**config.mk**
```make
export PLATFORM = sky130hd
export DESIGN_NAME = flash_power_down_control
export DESIGN_NICKNAME = d
export VERILOG_FILES = /design/src/common/pd_pkg.sv /design/src/rtl/opcode_shifter.sv /design/src/rtl/flash_power_down_control.sv
export VERILOG_INCLUDE_DIRS = /design/src /design/src/common
export SDC_FILE = /design/constraint.sdc
export NUM_CORES = 1
export LEC_CHECK = 0
export BUFFER_PORTS_ARGS = -buffer_cell sky130_fd_sc_hd__buf_4
export CAP_MARGIN = 20
export CORE_MARGIN = 2
export CORE_UTILIZATION = 50
export DETAILED_ROUTE_END_ITERATION = 10
export PLACE_DENSITY_LB_ADDON = 0.3
export SYNTH_ARGS = -nofsm -noshare
export SYNTH_HDL_FRONTEND = slang
export SYNTH_SLANG_ARGS = --single-unit
```
**constraint.sdc**
```tcl
create_clock -name clock -period 5.8 [get_ports clock]
set_input_delay 1.16 -clock clock [delete_from_list [all_inputs] [get_ports clock]]
set_output_delay 1.16 -clock clock [all_outputs]
set_load 0.05 [all_outputs]
```
**src/common/pd_map.svh**
```systemverilog
`ifndef PD_MAP_SVH
`define PD_MAP_SVH
`define OP_DEEP_OR_ULTRA 8'hb9
`define OP_ULTRA_ONLY 8'h79
`define OP_RESUME 8'hab
`define OP_RST_ENABLE 8'h66
`define OP_RST_DEVICE 8'h99
`define OP_TERMINATE 8'hf0
`define OP_PROG_0 8'h02
`define OP_PROG_1 8'haf
`define OP_PROG_2 8'had
`define OP_PROG_3 8'ha2
`define OP_PROG_4 8'h32
`define OP_PROG_5 8'h0a
`define OP_PROG_6 8'h88
`define OP_PROG_7 8'h9b
`define OP_ERASE_0 8'h81
`define OP_ERASE_1 8'hdb
`define OP_ERASE_2 8'h20
`define OP_ERASE_3 8'h52
`define OP_ERASE_4 8'hd8
`define OP_ERASE_5 8'h60
`define OP_ERASE_6 8'hc7
`define PD_SELECT_BIT 7
`define RST_PIN_EN_BIT 7
`define OPCODE_BITS 8
`define RESET_SEQ_CYCLES 8'h08
`endif

```
**src/common/pd_pkg.sv**
```systemverilog
package pd_pkg;
  // power state of the flash core
  typedef enum logic [2:0] {
    st_idle,
    st_busy,
    st_deep,
    st_ultra,
    st_reset_seq
  } pd_state_e;
  typedef enum logic [1:0] {
    op_none,
    op_program,
    op_erase
  } op_class_e;
endpackage

```
**src/rtl/opcode_shifter.sv**
```systemverilog
`timescale 1ns/1ps
`include "pd_map.svh"
// =====================================================================
// serial opcode capture on the spi link
// sclk and cs arrive raw; both pass two flops before any use
module opcode_shifter (
  input wire logic clock,
  input wire logic reset,
  input wire logic sclk,
  input wire logic cs_n,
  input wire logic mosi,
  output logic [7:0] opcode_q,
  output logic opcode_valid_q,
  output logic cs_rise_q
);
  logic [1:0] sclk_s_q;
  logic [1:0] cs_s_q;
  logic [1:0] mosi_s_q;
  logic sclk_old_q;
  logic cs_old_q;
  logic [7:0] shift_q;
  logic [3:0] count_q;
  logic done_q;
  wire sclk_rise = sclk_s_q[1] & ~sclk_old_q;
  wire cs_active = ~cs_s_q[1];
  wire [7:0] shift_d = {shift_q[6:0], mosi_s_q[1]};
  wire last_bit = (count_q == 4'(`OPCODE_BITS - 1));
  // two-flop synchronisers, then edge memories
  always_ff @(posedge clock) begin
    if (reset) begin
      sclk_s_q <= 2'h0;
      cs_s_q <= 2'h3;
      mosi_s_q <= 2'h0;
      sclk_old_q <= 1'h0;
      cs_old_q <= 1'h1;
    end else begin
      sclk_s_q <= {sclk_s_q[0], sclk};
      cs_s_q <= {cs_s_q[0], cs_n};
      mosi_s_q <= {mosi_s_q[0], mosi};
      sclk_old_q <= sclk_s_q[1];
      cs_old_q <= cs_s_q[1];
    end
  end
  // first byte of each frame is the opcode; later bytes are ignored
  always_ff @(posedge clock) begin
    if (reset || !cs_active) begin
      shift_q <= 8'h00;
      count_q <= 4'h0;
      done_q <= 1'h0;
    end else if (sclk_rise && !done_q) begin
      shift_q <= shift_d;
      count_q <= count_q + 4'h1;
      done_q <= last_bit;
    end
  end
  // opcode pulse on the eighth rising edge
  always_ff @(posedge clock) begin
    if (reset) begin
      opcode_q <= 8'h00;
      opcode_valid_q <= 1'h0;
      cs_rise_q <= 1'h0;
    end else begin
      opcode_valid_q <= cs_active && sclk_rise && !done_q && last_bit;
      if (cs_active && sclk_rise && !done_q && last_bit) begin
        opcode_q <= shift_d;
      end
      cs_rise_q <= cs_s_q[1] & ~cs_old_q;
    end
  end
endmodule // opcode_shifter

```
**src/rtl/flash_power_down_control.sv**
```systemverilog
`timescale 1ns/1ps
`include "pd_map.svh"
module flash_power_down_control
  import pd_pkg::*;
#(
  parameter int RESET_CYCLES = `RESET_SEQ_CYCLES
) (
  input wire logic clock,
  input wire logic reset,
  input wire logic sclk,
  input wire logic cs_n,
  input wire logic mosi,
  input wire logic [7:0] status_reg_four,
  input wire logic [7:0] status_reg_three,
  input wire logic reset_pin_n,
  input wire logic jedec_reset,
  input wire logic op_done,
  input wire logic program_error_in,
  input wire logic erase_error_in,
  output logic deep_sleep_state,
  output logic ultra_deep_sleep_state,
  output logic sram_valid,
  output logic busy,
  output logic op_abort,
  output logic device_reset,
  output logic program_error_flag,
  output logic erase_error_flag,
  output logic output_enable
);
  pd_state_e state_q, state_d;
  op_class_e class_q;
  logic [7:0] opcode;
  logic opcode_valid;
  logic cs_rise;
  logic rst_armed_q;
  logic [7:0] seq_q;
  logic [1:0] pin_s_q;
  logic [1:0] jedec_s_q;
  logic sram_q;
  logic pe_q, ee_q, abort_q, devrst_q;

  // ===================================================================
  // serial front end
  opcode_shifter u_shift (
    .clock(clock),
    .reset(reset),
    .sclk(sclk),
    .cs_n(cs_n),
    .mosi(mosi),
    .opcode_q(opcode),
    .opcode_valid_q(opcode_valid),
    .cs_rise_q(cs_rise)
  );

  // ===================================================================
  // opcode classification
  function automatic op_class_e classify(input logic [7:0] op);
    if (op == `OP_PROG_0 || op == `OP_PROG_1 || op == `OP_PROG_2 ||
        op == `OP_PROG_3 || op == `OP_PROG_4 || op == `OP_PROG_5 ||
        op == `OP_PROG_6 || op == `OP_PROG_7)
      return op_program;
    else if (op == `OP_ERASE_0 || op == `OP_ERASE_1 ||
             op == `OP_ERASE_2 || op == `OP_ERASE_3 ||
             op == `OP_ERASE_4 || op == `OP_ERASE_5 ||
             op == `OP_ERASE_6)
      return op_erase;
    else
      return op_none;
  endfunction

  // pin reset only counts when enabled in status_reg_three
  wire pin_reset = ~pin_s_q[1] & status_reg_three[`RST_PIN_EN_BIT];
  wire hard_reset = pin_reset | jedec_s_q[1];
  wire sel_deep = status_reg_four[`PD_SELECT_BIT];
  wire got = opcode_valid;
  wire is_b9 = got && opcode == `OP_DEEP_OR_ULTRA;
  wire is_79 = got && opcode == `OP_ULTRA_ONLY;
  wire is_ab = got && opcode == `OP_RESUME;
  wire is_f0 = got && opcode == `OP_TERMINATE;
  wire is_66 = got && opcode == `OP_RST_ENABLE;
  wire is_99 = got && opcode == `OP_RST_DEVICE;
  wire soft_reset = is_99 && rst_armed_q;
  wire op_class = got && classify(opcode) != op_none;
  wire seq_end = (seq_q == 8'h01);
  // soft reset while idle or busy resets the device; not in sleep
  wire awake = state_q == st_idle || state_q == st_busy;
  wire full_reset = hard_reset || (soft_reset && awake);

  // ===================================================================
  // synchronisers for the reset pin and jedec request
  always_ff @(posedge clock) begin
    if (reset) begin
      pin_s_q <= 2'h3;
      jedec_s_q <= 2'h0;
    end else begin
      pin_s_q <= {pin_s_q[0], reset_pin_n};
      jedec_s_q <= {jedec_s_q[0], jedec_reset};
    end
  end

  // ===================================================================
  // next state; cs_rise deliberately unused for wake
  always_comb begin
    state_d = state_q;
    case (state_q)
      st_idle: begin
        if (is_b9 && sel_deep) begin
          state_d = st_deep;
        end else if (is_b9 || is_79) begin
          state_d = st_ultra;
        end else if (op_class) begin
          state_d = st_busy;
        end
      end
      st_busy: begin
        if (is_f0 || op_done) begin
          state_d = st_idle;
        end
      end
      st_deep: begin
        if (is_ab || soft_reset) begin
          state_d = st_idle;
        end
      end
      st_ultra: begin
        // f0 and 66/99 stay asleep
        if (is_ab) begin
          state_d = st_reset_seq;
        end
      end
      st_reset_seq: begin
        if (seq_end) begin
          state_d = st_idle;
        end
      end
      default: state_d = st_idle;
    endcase
    if (full_reset) begin
      state_d = st_reset_seq;
    end
  end

  // ===================================================================
  // state, reset arming and reset sequence counter
  always_ff @(posedge clock) begin
    if (reset) begin
      state_q <= st_reset_seq;
      rst_armed_q <= 1'h0;
      seq_q <= 8'(RESET_CYCLES);
      class_q <= op_none;
    end else begin
      state_q <= state_d;
      if (got) begin
        rst_armed_q <= is_66;
      end
      // a held reset keeps reloading, so the count restarts on release
      if (state_d == st_reset_seq &&
          (state_q != st_reset_seq || full_reset)) begin
        seq_q <= 8'(RESET_CYCLES);
      end else if (seq_q != 8'h00) begin
        seq_q <= seq_q - 8'h01;
      end
      if (state_q == st_idle && op_class) begin
        class_q <= classify(opcode);
      end
    end
  end

  // ===================================================================
  // buffer validity, error flags, pulses; reset clear beats error set
  always_ff @(posedge clock) begin
    if (reset) begin
      sram_q <= 1'h0;
      pe_q <= 1'h0;
      ee_q <= 1'h0;
      abort_q <= 1'h0;
      devrst_q <= 1'h0;
    end else begin
      abort_q <= state_q == st_busy && (full_reset || is_f0);
      devrst_q <= state_d == st_reset_seq && state_q != st_reset_seq;
      if (state_d == st_reset_seq) begin
        sram_q <= 1'h0;
      end else if (state_d == st_ultra) begin
        sram_q <= 1'h0;
      end else if (state_q == st_reset_seq && seq_end) begin
        sram_q <= 1'h1;
      end
      // deep wake and soft reset in deep sleep leave flags; a pass through the reset sequence clears them
      if (state_q == st_reset_seq) begin
        pe_q <= 1'h0;
        ee_q <= 1'h0;
      end else if (state_q == st_busy) begin
        pe_q <= pe_q | (class_q == op_program &&
                        (program_error_in || is_f0));
        ee_q <= ee_q | (class_q == op_erase && (erase_error_in || is_f0));
      end else if (state_q == st_idle && op_class) begin
        pe_q <= classify(opcode) == op_program ? 1'h0 : pe_q;
        ee_q <= classify(opcode) == op_erase ? 1'h0 : ee_q;
      end
    end
  end

  // ===================================================================
  // registered outputs
  always_ff @(posedge clock) begin
    if (reset) begin
      deep_sleep_state <= 1'h0;
      ultra_deep_sleep_state <= 1'h0;
      busy <= 1'h1;
      output_enable <= 1'h0;
    end else begin
      deep_sleep_state <= state_d == st_deep;
      ultra_deep_sleep_state <= state_d == st_ultra;
      busy <= state_d == st_busy || state_d == st_reset_seq;
      // no read data path in this block, so the driver never turns on
      output_enable <= 1'h0;
    end
  end
  assign sram_valid = sram_q;
  assign program_error_flag = pe_q;
  assign erase_error_flag = ee_q;
  assign op_abort = abort_q;
  assign device_reset = devrst_q;
endmodule // flash_power_down_control

```
# Word-level counts from Yosys, hierarchy flattened
# Index checks and enable logic that the tools add are counted.
# W data, S select, Z words.
# classes
mux	21
eq_ne	36
bitwise	8
reduce_logical	57
n_addsub	2
# ops
op	n
$eq A8 B8 Y1 const B	13
$eq A8 B7 Y1 const B	4
$logic_or A1 B1 Y1	24
$mux W3	8
$logic_and A1 B1 Y1	21
$eq A8 B6 Y1 const B	2
$pmux W3 S5	1
$eq A3 B2 Y1 const B	4
$mux W2	6
$eq A8 B1 Y1 const B	1
$eq A8 B2 Y1 const B	1
$eq A8 B4 Y1 const B	1
$reduce_bool A2 Y1	4
$reduce_bool A8 Y1	1
$sub A8 B1 Y8 const B	1
$eq A3 B1 Y1 const B	2
$eq A3 B3 Y1 const B	2
$mux W1	6
$add A4 B1 Y4 const B	1
$eq A2 B1 Y1 const B	2
$eq A2 B2 Y1 const B	2
$eq A4 B3 Y1 const B	1
$reduce_and A2 Y1	2
$reduce_or A2 Y1	2
7 further kinds	12
# totals
register_bits	54
output_inout_bits	9
elab_cells	147
inputBits	26

# Logic depth before layout (Yosys ltp)
# Gate-level depths: netlist of run 1.
# logic_depth
depth_word	20
depth_mapped	6
mapped_depth_nobuf	6

# Cells and area by module
# Synthesis of run 1 repeated with hierarchy kept, for this count alone.
# hier_totals
hier_cells	279
hier_area_um2	2544.9
# by_module_without_submodules
mod	area_per_inst_um2	cells_per_inst	seq_area_each_um2	instances
flash_power_down_control	1452.6	170	520.5	1
opcode_shifter	1092.3	109	600.6	1

# Worst setup path before layout of run 1
# OpenSTA, ideal clock, no wires.
# synth_timing
path_kind	input to register
start	input port status_reg_three[7]
end	register busy
cell_stages	4
slack_ns	3.605
arrival_time_ns	2.116
setup_ns	0.079
n_path_buf	0
required_time_ns	5.721
cell_sequence	a21oi_1 > nand3b_1 > a2111o_1 > o211ai_1
# synth_between
elab_chain_len	6
elab_cells_between_ends	7
cone_classes	eq/ne: 2; mux: 1; bitwise: 2; reduce/logical: 2
# synth_rtl
element	line_no	rtl
start, declared	flash_power_down_control.sv:14	input wire logic [7:0] status_reg_three,
$and A1 B1 Y1 (*)	flash_power_down_control.sv:72	wire pin_reset = ~pin_s_q[1] & status_reg_three[`RST_PIN_EN_BIT];
$or A1 B1 Y1 (*)	flash_power_down_control.sv:73	wire hard_reset = pin_reset | jedec_s_q[1];
$logic_or A1 B1 Y1 (*)	flash_power_down_control.sv:87	wire full_reset = hard_reset || (soft_reset && awake);
$mux W3 (*)	flash_power_down_control.sv:138	if (full_reset) begin
$eq A3 B1 Y1 / $eq A3 B3 Y1 (equally long branches)	flash_power_down_control.sv:214	busy <= state_d == st_busy || state_d == st_reset_seq;
$logic_or A1 B1 Y1 (*)	flash_power_down_control.sv:214	
end signal, assigned	flash_power_down_control.sv:214	
end, declared	flash_power_down_control.sv:23	output logic busy,
# Mark *: on every way between the ends. The rest lies on a longest branch, timed or not.
# A chain may end at the register's enable or synchronous reset.

# Final worst setup path of run 1
# Same ends and word-level chain as after synthesis.

==> impl_results.md, run 1 <==
- Status: finished, final reports clean
- Cell count after synthesis: 285
- Placed Cells: 356
- Fin. Hold Viols: 0
- Detailed Routing Iterations Pass 1: 4
- Die area: 5552 sq um
- Share of layout cells above drive strength 1: 12.46%
- Pre-CTS setup slack: 3271 ps
- # DRC: 0
- CP startpoint kind: input port
- Clk_skew: 11.49 ps
- Critical Path Fanout Max: 6
- Die X: 74.52 um
- Tightest Pin Transition: 707.4 ps
- Seq cells post-synth: 54
- Fin Hold WS: 413.2 ps
- Vias/cell: 5.610
- CTS Buffer Depth: 2
- Post-synth top area cell: dfxtp_1
- Final setup viols: 0
- Unique masters post-synth: 53
- Vias in the first global route: 1878
- Final WS setup: 3575 ps
- Clock sink total: 54
- Port Buf Inserts: 19
- Hold buffer count at CTS: 0
- Post-DP Area: 2644 sq um
- Post-CTS Resized: 0
- Post-Layout Cell Count: 364
- Yosys warns: 0
- Cell Pwr Density: 275.0 nW/um^2
- TritonCTS Buffers: 5
- EDFF count, synth: 0
- Hpwl dp: 3311 um
- TritonCTS clock tree: built
- NumNets Final: 325
- Final worst path period need: 2225 ps
- CP arrival: 2450 ps
- I/O pin count: 35
- # rows: 25
- Max Cap Violations: 0
- Final Cell Area: 2731 sq um
- Max stage delay on crit path: 430 ps
- Post-CTS Setup Repair Bufs: 0
- Top-count cell post-synth: dfxtp_1
- Total Neg Setup Slack: 0 ps
- Area of the core: 4755 sq um
- Critical Path RT: 6030 ps
- DRT iter0 DRCs: 118
- Root Buffer: clkbuf_8
- Tcrit/Tclk final: 38.37%
- Syn Nets: 314
- Initial antenna violation count: 0
- RSZ-0062 raised after global routing: no
- CP max stage cell: a2111o_1
- Initial Util: 52.29%
- Die Y: 74.52 um
- GPL Wtd Cong: 0.8494
- Hold Path Class: flip-flop to flip-flop
- H-Tree Depth: 2
- Commonest register cell after synthesis: dfxtp_1
- Syn Area/Cell: 8.723 sq um
- Top-area cell type share of the netlist area: 43.48%
- Grt ovf: 0
- Routed wire length: 4824 um
- Crit path capture type: flip-flop
- Critical path class: input port to flip-flop
- First-pass GRT wire length: 8190 um
- Relative slew slack: 52.41%
- Commonest cells post-synth: dfxtp_1, nor2_1, nand2_1, a21oi_1
- Clock transition at path regs: 90 ps
- P_leak: 0.001110 uW
- CP Cell Sequence: buf_4, a21oi_1, nand3b_1, a2111o_1, o211ai_1
- Largest net degree at the start of global routing: 32
- Antenna Nets Post-Route: 0
- P&R area growth vs syn: 9.864%
- Area contributors post-synth: dfxtp_1, nor2_1, mux2i_1
- Sequential element share of the synthesized area: 43.48%
- Vias: 2042
- Fmax: 449.4 MHz
- Average wire per standard cell: 13.25 um
- Gr usage total: 19.08%
- Post-Syn Area: 2486 sq um
- Worst skew pair latency: 310 ps
- Peak VDD IR: 190.1 uV
- Fin. max-slew vios: 0
- Ys async rst share: 0%
- Diode count: 0
==> sequential cells by signal (all words and copies together), names as in the netlist, 2 cells and up <==
register and cells:
seq_q 8, u_shift.opcode_q 8, u_shift.shift_q 7, u_shift.count_q 4
state_q 3, class_q 2, jedec_s_q 2, pin_s_q 2
u_shift.cs_s_q 2, u_shift.mosi_s_q 2, u_shift.sclk_s_q 2
==> stage by stage <==
stage | power [uW] | utilization, %
after CTS | 755.0 | 57.45
after global placement | 545.7 | 55.61
after global routing | 794.8 | 57.45
final | 751.2 | 57.45
after floorplan | 520.2 | -
after detailed placement | 551.7 | 55.61
==> path summary, 6_finish.rpt <==
path | from | endpoint | slack, ps | depth (start not counted)
setup / recovery | status_reg_three[7] | busy$_SDFF_PP1_ | 3570 | 5
hold / removal | pin_s_q[0]$_SDFF_PP1_ | pin_s_q[1]$_SDFF_PP1_ | 410 | 1
setup reg to reg | u_shift.opcode_q[7]$_SDFFE_PP0P_ | busy$_SDFF_PP1_ | 3600 | 5
hold reg to reg | pin_s_q[0]$_SDFF_PP1_ | pin_s_q[1]$_SDFF_PP1_ | 410 | 1
==> cells by family (layout without fill, tap and decap cells) <==
logic type | count (synthesis) | after routing | share of synthesized area [%]
AO/OA/AOI/OAI | 50 | 50 | 14.65
XOR/XNOR | 7 | 7 | 2.466
adder cells (fa/ha/maj) | 3 | 3 | 1.510
buffers and inverters | 27 | 39 | 4.579
flip-flops | 54 | 54 | 43.48
multiplexers | 11 | 11 | 4.429
other | 1 | 1 | 0.1508
AND/OR/NAND/NOR | 132 | 132 | 28.74
==> layout by cell type, fill, tap and decap left out, types with 2 or more instances in the layout <==
| master | count |
|---|---|
| o21ai_0 | 4 |
| xor2_1 | 3 |
| nor3b_1 | 4 |
| nand2b_1 | 5 |
| clkbuf_8 | 5 |
| o2111ai_1 | 2 |
| nor3_1 | 9 |
| nor4_1 | 4 |
| dfxtp_1 | 54 |
| a21o_1 | 3 |
| and3_1 | 4 |
| ha_1 | 3 |
| inv_1 | 12 |
| nand2_1 | 27 |
| nand4_1 | 6 |
| clkinv_2 | 2 |
| a311oi_1 | 4 |
| or2_2 | 5 |
| nor4b_1 | 4 |
| buf_4 | 19 |
| nor2b_1 | 12 |
| nor4bb_1 | 2 |
| o211ai_1 | 3 |
| nand3_1 | 7 |
| nor2_1 | 30 |
| a31o_2 | 2 |
| a21oi_1 | 18 |
| xnor2_1 | 4 |
| and3b_1 | 7 |
| mux2i_1 | 11 |
==> power by group <==
group	internal, uW	leakage [uW]	switching [uW]	total [uW]
combinational	57.0	0.000623	78.2	135
sequential	393	0.000439	16.9	410
clock	85.1	0.0000483	121	206
total	535	0.00111	216	751
==> layer usage <==
layer  vias to the layer above  global-route usage, %  part of all wire (%)
li1                       1030                      -                     -
met1                       957                  23.91                    48
met2                        51                  30.68                    47
met3                         4                  5.962                   4.2
met4                         0                  7.540                  0.79
met5                         -                      0                     0
==> area by class of cell <==
class	instances	area, sq um
clock buffer	5	68.82
fill	468	2023
clock inverter	3	18.77
multi-input combinational	204	1291
tap	67	83.83
inverter	12	45.04
timing repair buffer	19	142.6
sequential	54	1081
==> worst max-delay path: cells and delay by family <==
| family | cells | cell delay, ps |
|---|---|---|
| AOI/OAI and AO/OA | 3 | 910 |
| and+or+nand+nor | 1 | 270 |
| buffers and inverters | 1 | 110 |
(Power assumes the default switching activity.)
==> inputs of run 2 (changes only) <==
==> constraint.sdc (replaced) <==
create_clock -name clock -period 2.2 [get_ports clock]
set_input_delay 0.44 -clock clock [delete_from_list [all_inputs] [get_ports clock]]
set_output_delay 0.44 -clock clock [all_outputs]
set_load 0.05 [all_outputs]
==> run 2 against run 1 <==
Net effect: die area is the same; sequential share of layout area fell by 1.7 points; flip-flop and latch count stayed put; register-to-register slack got worse by 3400 ps; clock skew down 4.4 ps; clock-buffer cell count is the same; via count fell by 0.24%; utilization is 2.7 points higher; critical endpoint is now state_q[0]$_SDFF_PP0_; largest cell class unchanged; highest routed layer unchanged.
==> impl_results.md, run 2 (synthesized netlist as in run 1, its figures left out) <==
- Multi-input gate area: 1304 sq um
- Critical Path RT: 2420 ps
- Most common cell after layout, fill and taps aside: dfxtp_1
- Post-CTS Setup Repair Bufs: 0
- Fmax: 495.9 MHz
- Diode count: 0
- Area of the core: 4755 sq um
- Clock sink total: 54
- Routed wire length: 4769 um
- DRT iter0 DRCs: 91
- Hold Path Class: input port to flip-flop
- P&R area growth vs syn: 15.05%
- Antenna Nets Post-Route: 0
- RSZ-0062 raised after global routing: no
- # DRC: 0
- Worst skew pair latency: 300 ps
- First-pass GRT wire length: 8169 um
- Initial antenna violation count: 0
- Grt ovf: 0
- Tightest Pin Transition: 497.1 ps
- Final setup viols: 0
- CP startpoint kind: flip-flop
- NumNets Final: 337
- Post-Layout Cell Count: 376
- Port Buf Inserts: 19
- Fillers: 464
- Vias: 2037
- FF/Latch Area: 1082 sq um
- Fin. Hold Viols: 0
- Placed Cells: 368
- # rows: 25
- Hold buffer count at CTS: 0
- TritonCTS clock tree: built
- CTS Buffer Depth: 2
- Clock transition at path regs: 100 ps
- Vias in the first global route: 1911
- Relative slew slack: 66.41%
- I/O pin count: 35
- Critical Path Fanout Max: 10
- Average wire per standard cell: 12.68 um
- Max Cap Violations: 0
- Total Neg Setup Slack: 0 ps
- H-Tree Depth: 2
- Final worst path period need: 2017 ps
- Detailed Routing Iterations Pass 1: 4
- Hpwl dp: 3416 um
- Status: finished, final reports clean
- Most frequent cells in the layout: dfxtp_1, buf_4, nor2_1, nand2_1, a21oi_1
- Clk_skew: 7.119 ps
- Initial Util: 52.29%
- Vias/cell: 5.418
- Share of layout cells above drive strength 1: 16.83%
- Peak VDD IR: 447.4 uV
- Root Buffer: clkbuf_8
- Gr usage total: 18.82%
- CP arrival: 2230 ps
- TritonCTS Buffers: 5
- Cell Pwr Density: 734.8 nW/um^2
- Die X: 74.52 um
- Largest net degree at the start of global routing: 32
- Tcrit/Tclk final: 91.67%
- GPL Wtd Cong: 0.8398
- Die Y: 74.52 um
- Crit path capture type: flip-flop
- Critical path class: flip-flop to flip-flop
- Top Registers: seq_q: 8 flops, u_shift.opcode_q: 8 flops, u_shift.shift_q: 7 flops
- Die area: 5552 sq um
- Fin. max-slew vios: 0
- Design Power: 2102 uW
- P_leak: 0.001182 uW
==> run 2: worst max-delay path: stages (launching register included) <==
cell and delay [ps]:
dfxtp_2 380, or4b_1 500, a211o_1 340, a21o_1 220
a31o_4 260, o32ai_2 230
==> run 2: area by class of cell <==
type | instances | share of cell area, %
timing repair buffer | 31 | 8.136
multi-input combinational | 204 | 45.58
sequential | 54 | 37.84
tap | 67 | 2.931
inverter | 12 | 1.575
clock buffer | 5 | 2.406
clock inverter | 3 | 1.531
==> run 2: final timing paths <==
| path | startpoint | endpoint | slack, ps | depth (start not counted) |
|---|---|---|---|---|
| min reg2reg | u_shift.cs_s_q[0]$_SDFF_PP1_ | u_shift.cs_s_q[1]$_SDFF_PP1_ | 420 | 1 |
| max | u_shift.opcode_q[2]$_SDFFE_PP0P_ | state_q[0]$_SDFF_PP0_ | 180 | 5 |
| min | reset_pin_n | pin_s_q[0]$_SDFF_PP1_ | 310 | 2 |
| max reg2reg | u_shift.opcode_q[2]$_SDFFE_PP0P_ | state_q[0]$_SDFF_PP0_ | 180 | 5 |
==> run 2: report_power, final <==
group          internal, uW  switching, uW  total (uW)
logic                   165            197         362
clock network           341            319         661
registers              1040           42.9        1080
==> run 2: stage by stage <==
step           utilization, %  setup WS [ps]  hold slack (ps)  cell area (sq um)
6_report                60.16          183.3            314.1               2860
4_1_cts                 59.87          105.9            310.0               2846
3_5_place_dp            57.50          133.3            402.5               2734
3_3_place_gp            57.50          190.1            390.9               2734
5_1_grt                 60.16          67.70            309.0               2860
2_1_floorplan               -          226.9            389.5               2486
==> run 2: routing by layer <==
layer / track usage, % / wire length (um)
met3: 4.201 / 218
met2: 33.43 / 2254
met4: 5.754 / 39
met5: 0 / 0
met1: 22.63 / 2257
==> run 2: what timing repair did <==
action,CTS,global route
endpoints found under the hold margin,0,0
resized for setup,0,3
setup endpoints to repair,0,3
==> inputs of run 3 (changes only) <==
--- a/config.mk
+++ b/config.mk
@@ -6,7 +6,7 @@
 export SDC_FILE = /design/constraint.sdc
 export NUM_CORES = 1
 export LEC_CHECK = 0
-export BUFFER_PORTS_ARGS = -buffer_cell sky130_fd_sc_hd__buf_4
+export BUFFER_PORTS_ARGS = -buffer_cell sky130_fd_sc_hd__buf_2
 export CAP_MARGIN = 20
 export CORE_MARGIN = 2
 export CORE_UTILIZATION = 50
==> run 3 against run 2 <==
Net effect: critical path depth did not move; global-route usage fell by 0.59 points; critical path type unchanged; non-clock buffer count rose by 1; fmax fell by 1.6%; routed wire length fell by 2.3%; highest routed layer unchanged; critical endpoint unchanged; worst hold slack improved by 3.5 ps.
==> impl_results.md, run 3 (synthesized netlist as in run 1, its figures left out) <==
- CP arrival: 2270 ps
- Gr usage total: 18.23%
- Relative slew slack: 65.78%
- CTS Buffer Depth: 2
- Switch Pwr: 551.2 uW
- Detailed Routing Iterations Pass 1: 4
- Final core occ: 59.05%
- Die area: 5552 sq um
- Multi-input gate area: 1297 sq um
- Critical path class: flip-flop to flip-flop
- Diode count: 0
- TritonCTS Buffers: 5
- Reg-to-reg endpoint: state_q[0]$_SDFF_PP0_
- Average wire per standard cell: 12.39 um
- Hold Path Class: input port to flip-flop
- GPL Wtd Cong: 0.8471
- P_leak: 0.001169 uW
- RSZ-0062 raised after global routing: no
- Fin Hold WS: 317.6 ps
- Initial antenna violation count: 0
- Grt ovf: 0
- Share of layout cells above drive strength 1: 16.18%
- Hold path depth: 2
- Top Registers: seq_q: 8 flops, u_shift.opcode_q: 8 flops, u_shift.shift_q: 7 flops
- Worst skew pair latency: 300 ps
- Reg2Reg Depth: 5
- Area of the core: 4755 sq um
- Final setup viols: 0
- TritonCTS clock tree: built
- P&R area growth vs syn: 12.93%
- Routed wire length: 4658 um
- First-pass GRT wire length: 7941 um
- Sequential power share: 51.9%
- Vias: 2017
- Design Power: 2080 uW
- Combinational Power Share: 17.2%
- NumNets Final: 338
- Critical Path RT: 2420 ps
- FF-to-FF Start: u_shift.opcode_q[2]$_SDFFE_PP0P_
- Pre-CTS setup slack: 159.0 ps
- Switching fraction of total power: 26.50%
- Vias in the first global route: 1756
- Tightest Pin Transition: 512.7 ps
- Root Buffer: clkbuf_8
- Hold buffer count at CTS: 0
- I/O pin count: 35
- Tcrit/Tclk final: 93.13%
- Initial Util: 52.29%
- Internal: 1529 uW
- CP startpoint kind: flip-flop
- # DRC: 0
- FF/Latch Area: 1081 sq um
- Hpwl dp: 3353 um
- Fmax: 488.1 MHz
- # rows: 25
- Fillers: 437
- Max Cap Violations: 0
- Total Neg Setup Slack: 0 ps
- Final WS setup: 151.2 ps
- Min-delay src: reset_pin_n
- Crit path capture type: flip-flop
- Most common cell after layout, fill and taps aside: dfxtp_1
- Clock power frac: 30.9%
- Clock transition at path regs: 100 ps
- Antenna Nets Post-Route: 0
- Most frequent cells in the layout: dfxtp_1, nor2_1, nand2_1, buf_2, a21oi_1
- Clock sink total: 54
- Status: finished, final reports clean
- Critical Path Fanout Max: 10
- Largest net degree at the start of global routing: 20
- DRT iter0 DRCs: 84
- Die X: 74.52 um
- Peak VDD IR: 502.3 uV
- Vias/cell: 5.364
- Fin. max-slew vios: 0
- Clk_skew: 9.178 ps
- Port Buf Inserts: 19
- Die Y: 74.52 um
- Final worst path period need: 2049 ps
- H-Tree Depth: 2
- Critical Path Start: u_shift.opcode_q[2]$_SDFFE_PP0P_
- WHS Endpoint: pin_s_q[0]$_SDFF_PP1_
- Cell Pwr Density: 740.9 nW/um^2
- Fin. Hold Viols: 0
- R2r setup slk: 150 ps
run 3: power groups by stage:
stage               clock network, uW  logic [uW]  registers, uW
floorplan                           0         264           1110
global placement                    0         351           1100
detailed placement                  0         358           1100
CTS                               650         360           1080
global route                      694         402           1090
finish                            644         358           1080
run 3: cell type report:
| type | count | share of cell area, % |
|---|---|---|
| clock buffer | 5 | 2.451 |
| clock inverter | 2 | 1.381 |
| sequential | 54 | 38.50 |
| inverter | 12 | 1.604 |
| tap | 67 | 2.986 |
| multi-input combinational | 204 | 46.21 |
| timing repair buffer | 32 | 6.863 |
run 3: worst max path at each step:
| stage | cells past startpoint | slack, ps | to |
|---|---|---|---|
| finish | 5 | 150 | state_q[0]$_SDFF_PP0_ |
| global route | 5 | 30 | state_q[0]$_SDFF_PP0_ |
| CTS | 5 | 140 | erase_error_flag$_SDFFE_PP0P_ |
| detailed placement | 5 | 160 | erase_error_flag$_SDFFE_PP0P_ |
| global placement | 5 | 210 | erase_error_flag$_SDFFE_PP0P_ |
| floorplan | 6 | 230 | state_q[0]$_SDFF_PP0_ |
run 3: repair_timing:
item,CTS,global route
setup buffers,0,0
setup endpoints to repair,0,2
resized for setup,0,1
run 3: critical path, stage by stage (launching register included):
cell and delay, ps:
dfxtp_1 400, or4b_1 520, a211o_1 320, a21o_1 220, a31o_4 260, o32ai_2 230
run 3: per-layer routing:
metal | global-route usage, % | vias to the layer above | share of wire, %
met5 | 0 | - | 0
met4 | 5.357 | 0 | 1.1
met3 | 3.794 | 5 | 4.2
met2 | 29.40 | 43 | 46
met1 | 24.73 | 921 | 49
li1 | - | 1048 | -
run 3: through the flow:
step	cells	area [sq um]
CTS	376	2801
global route	376	2808
detailed placement	369	2694
global placement	369	2694
finish	376	2808
floorplan	285	2486
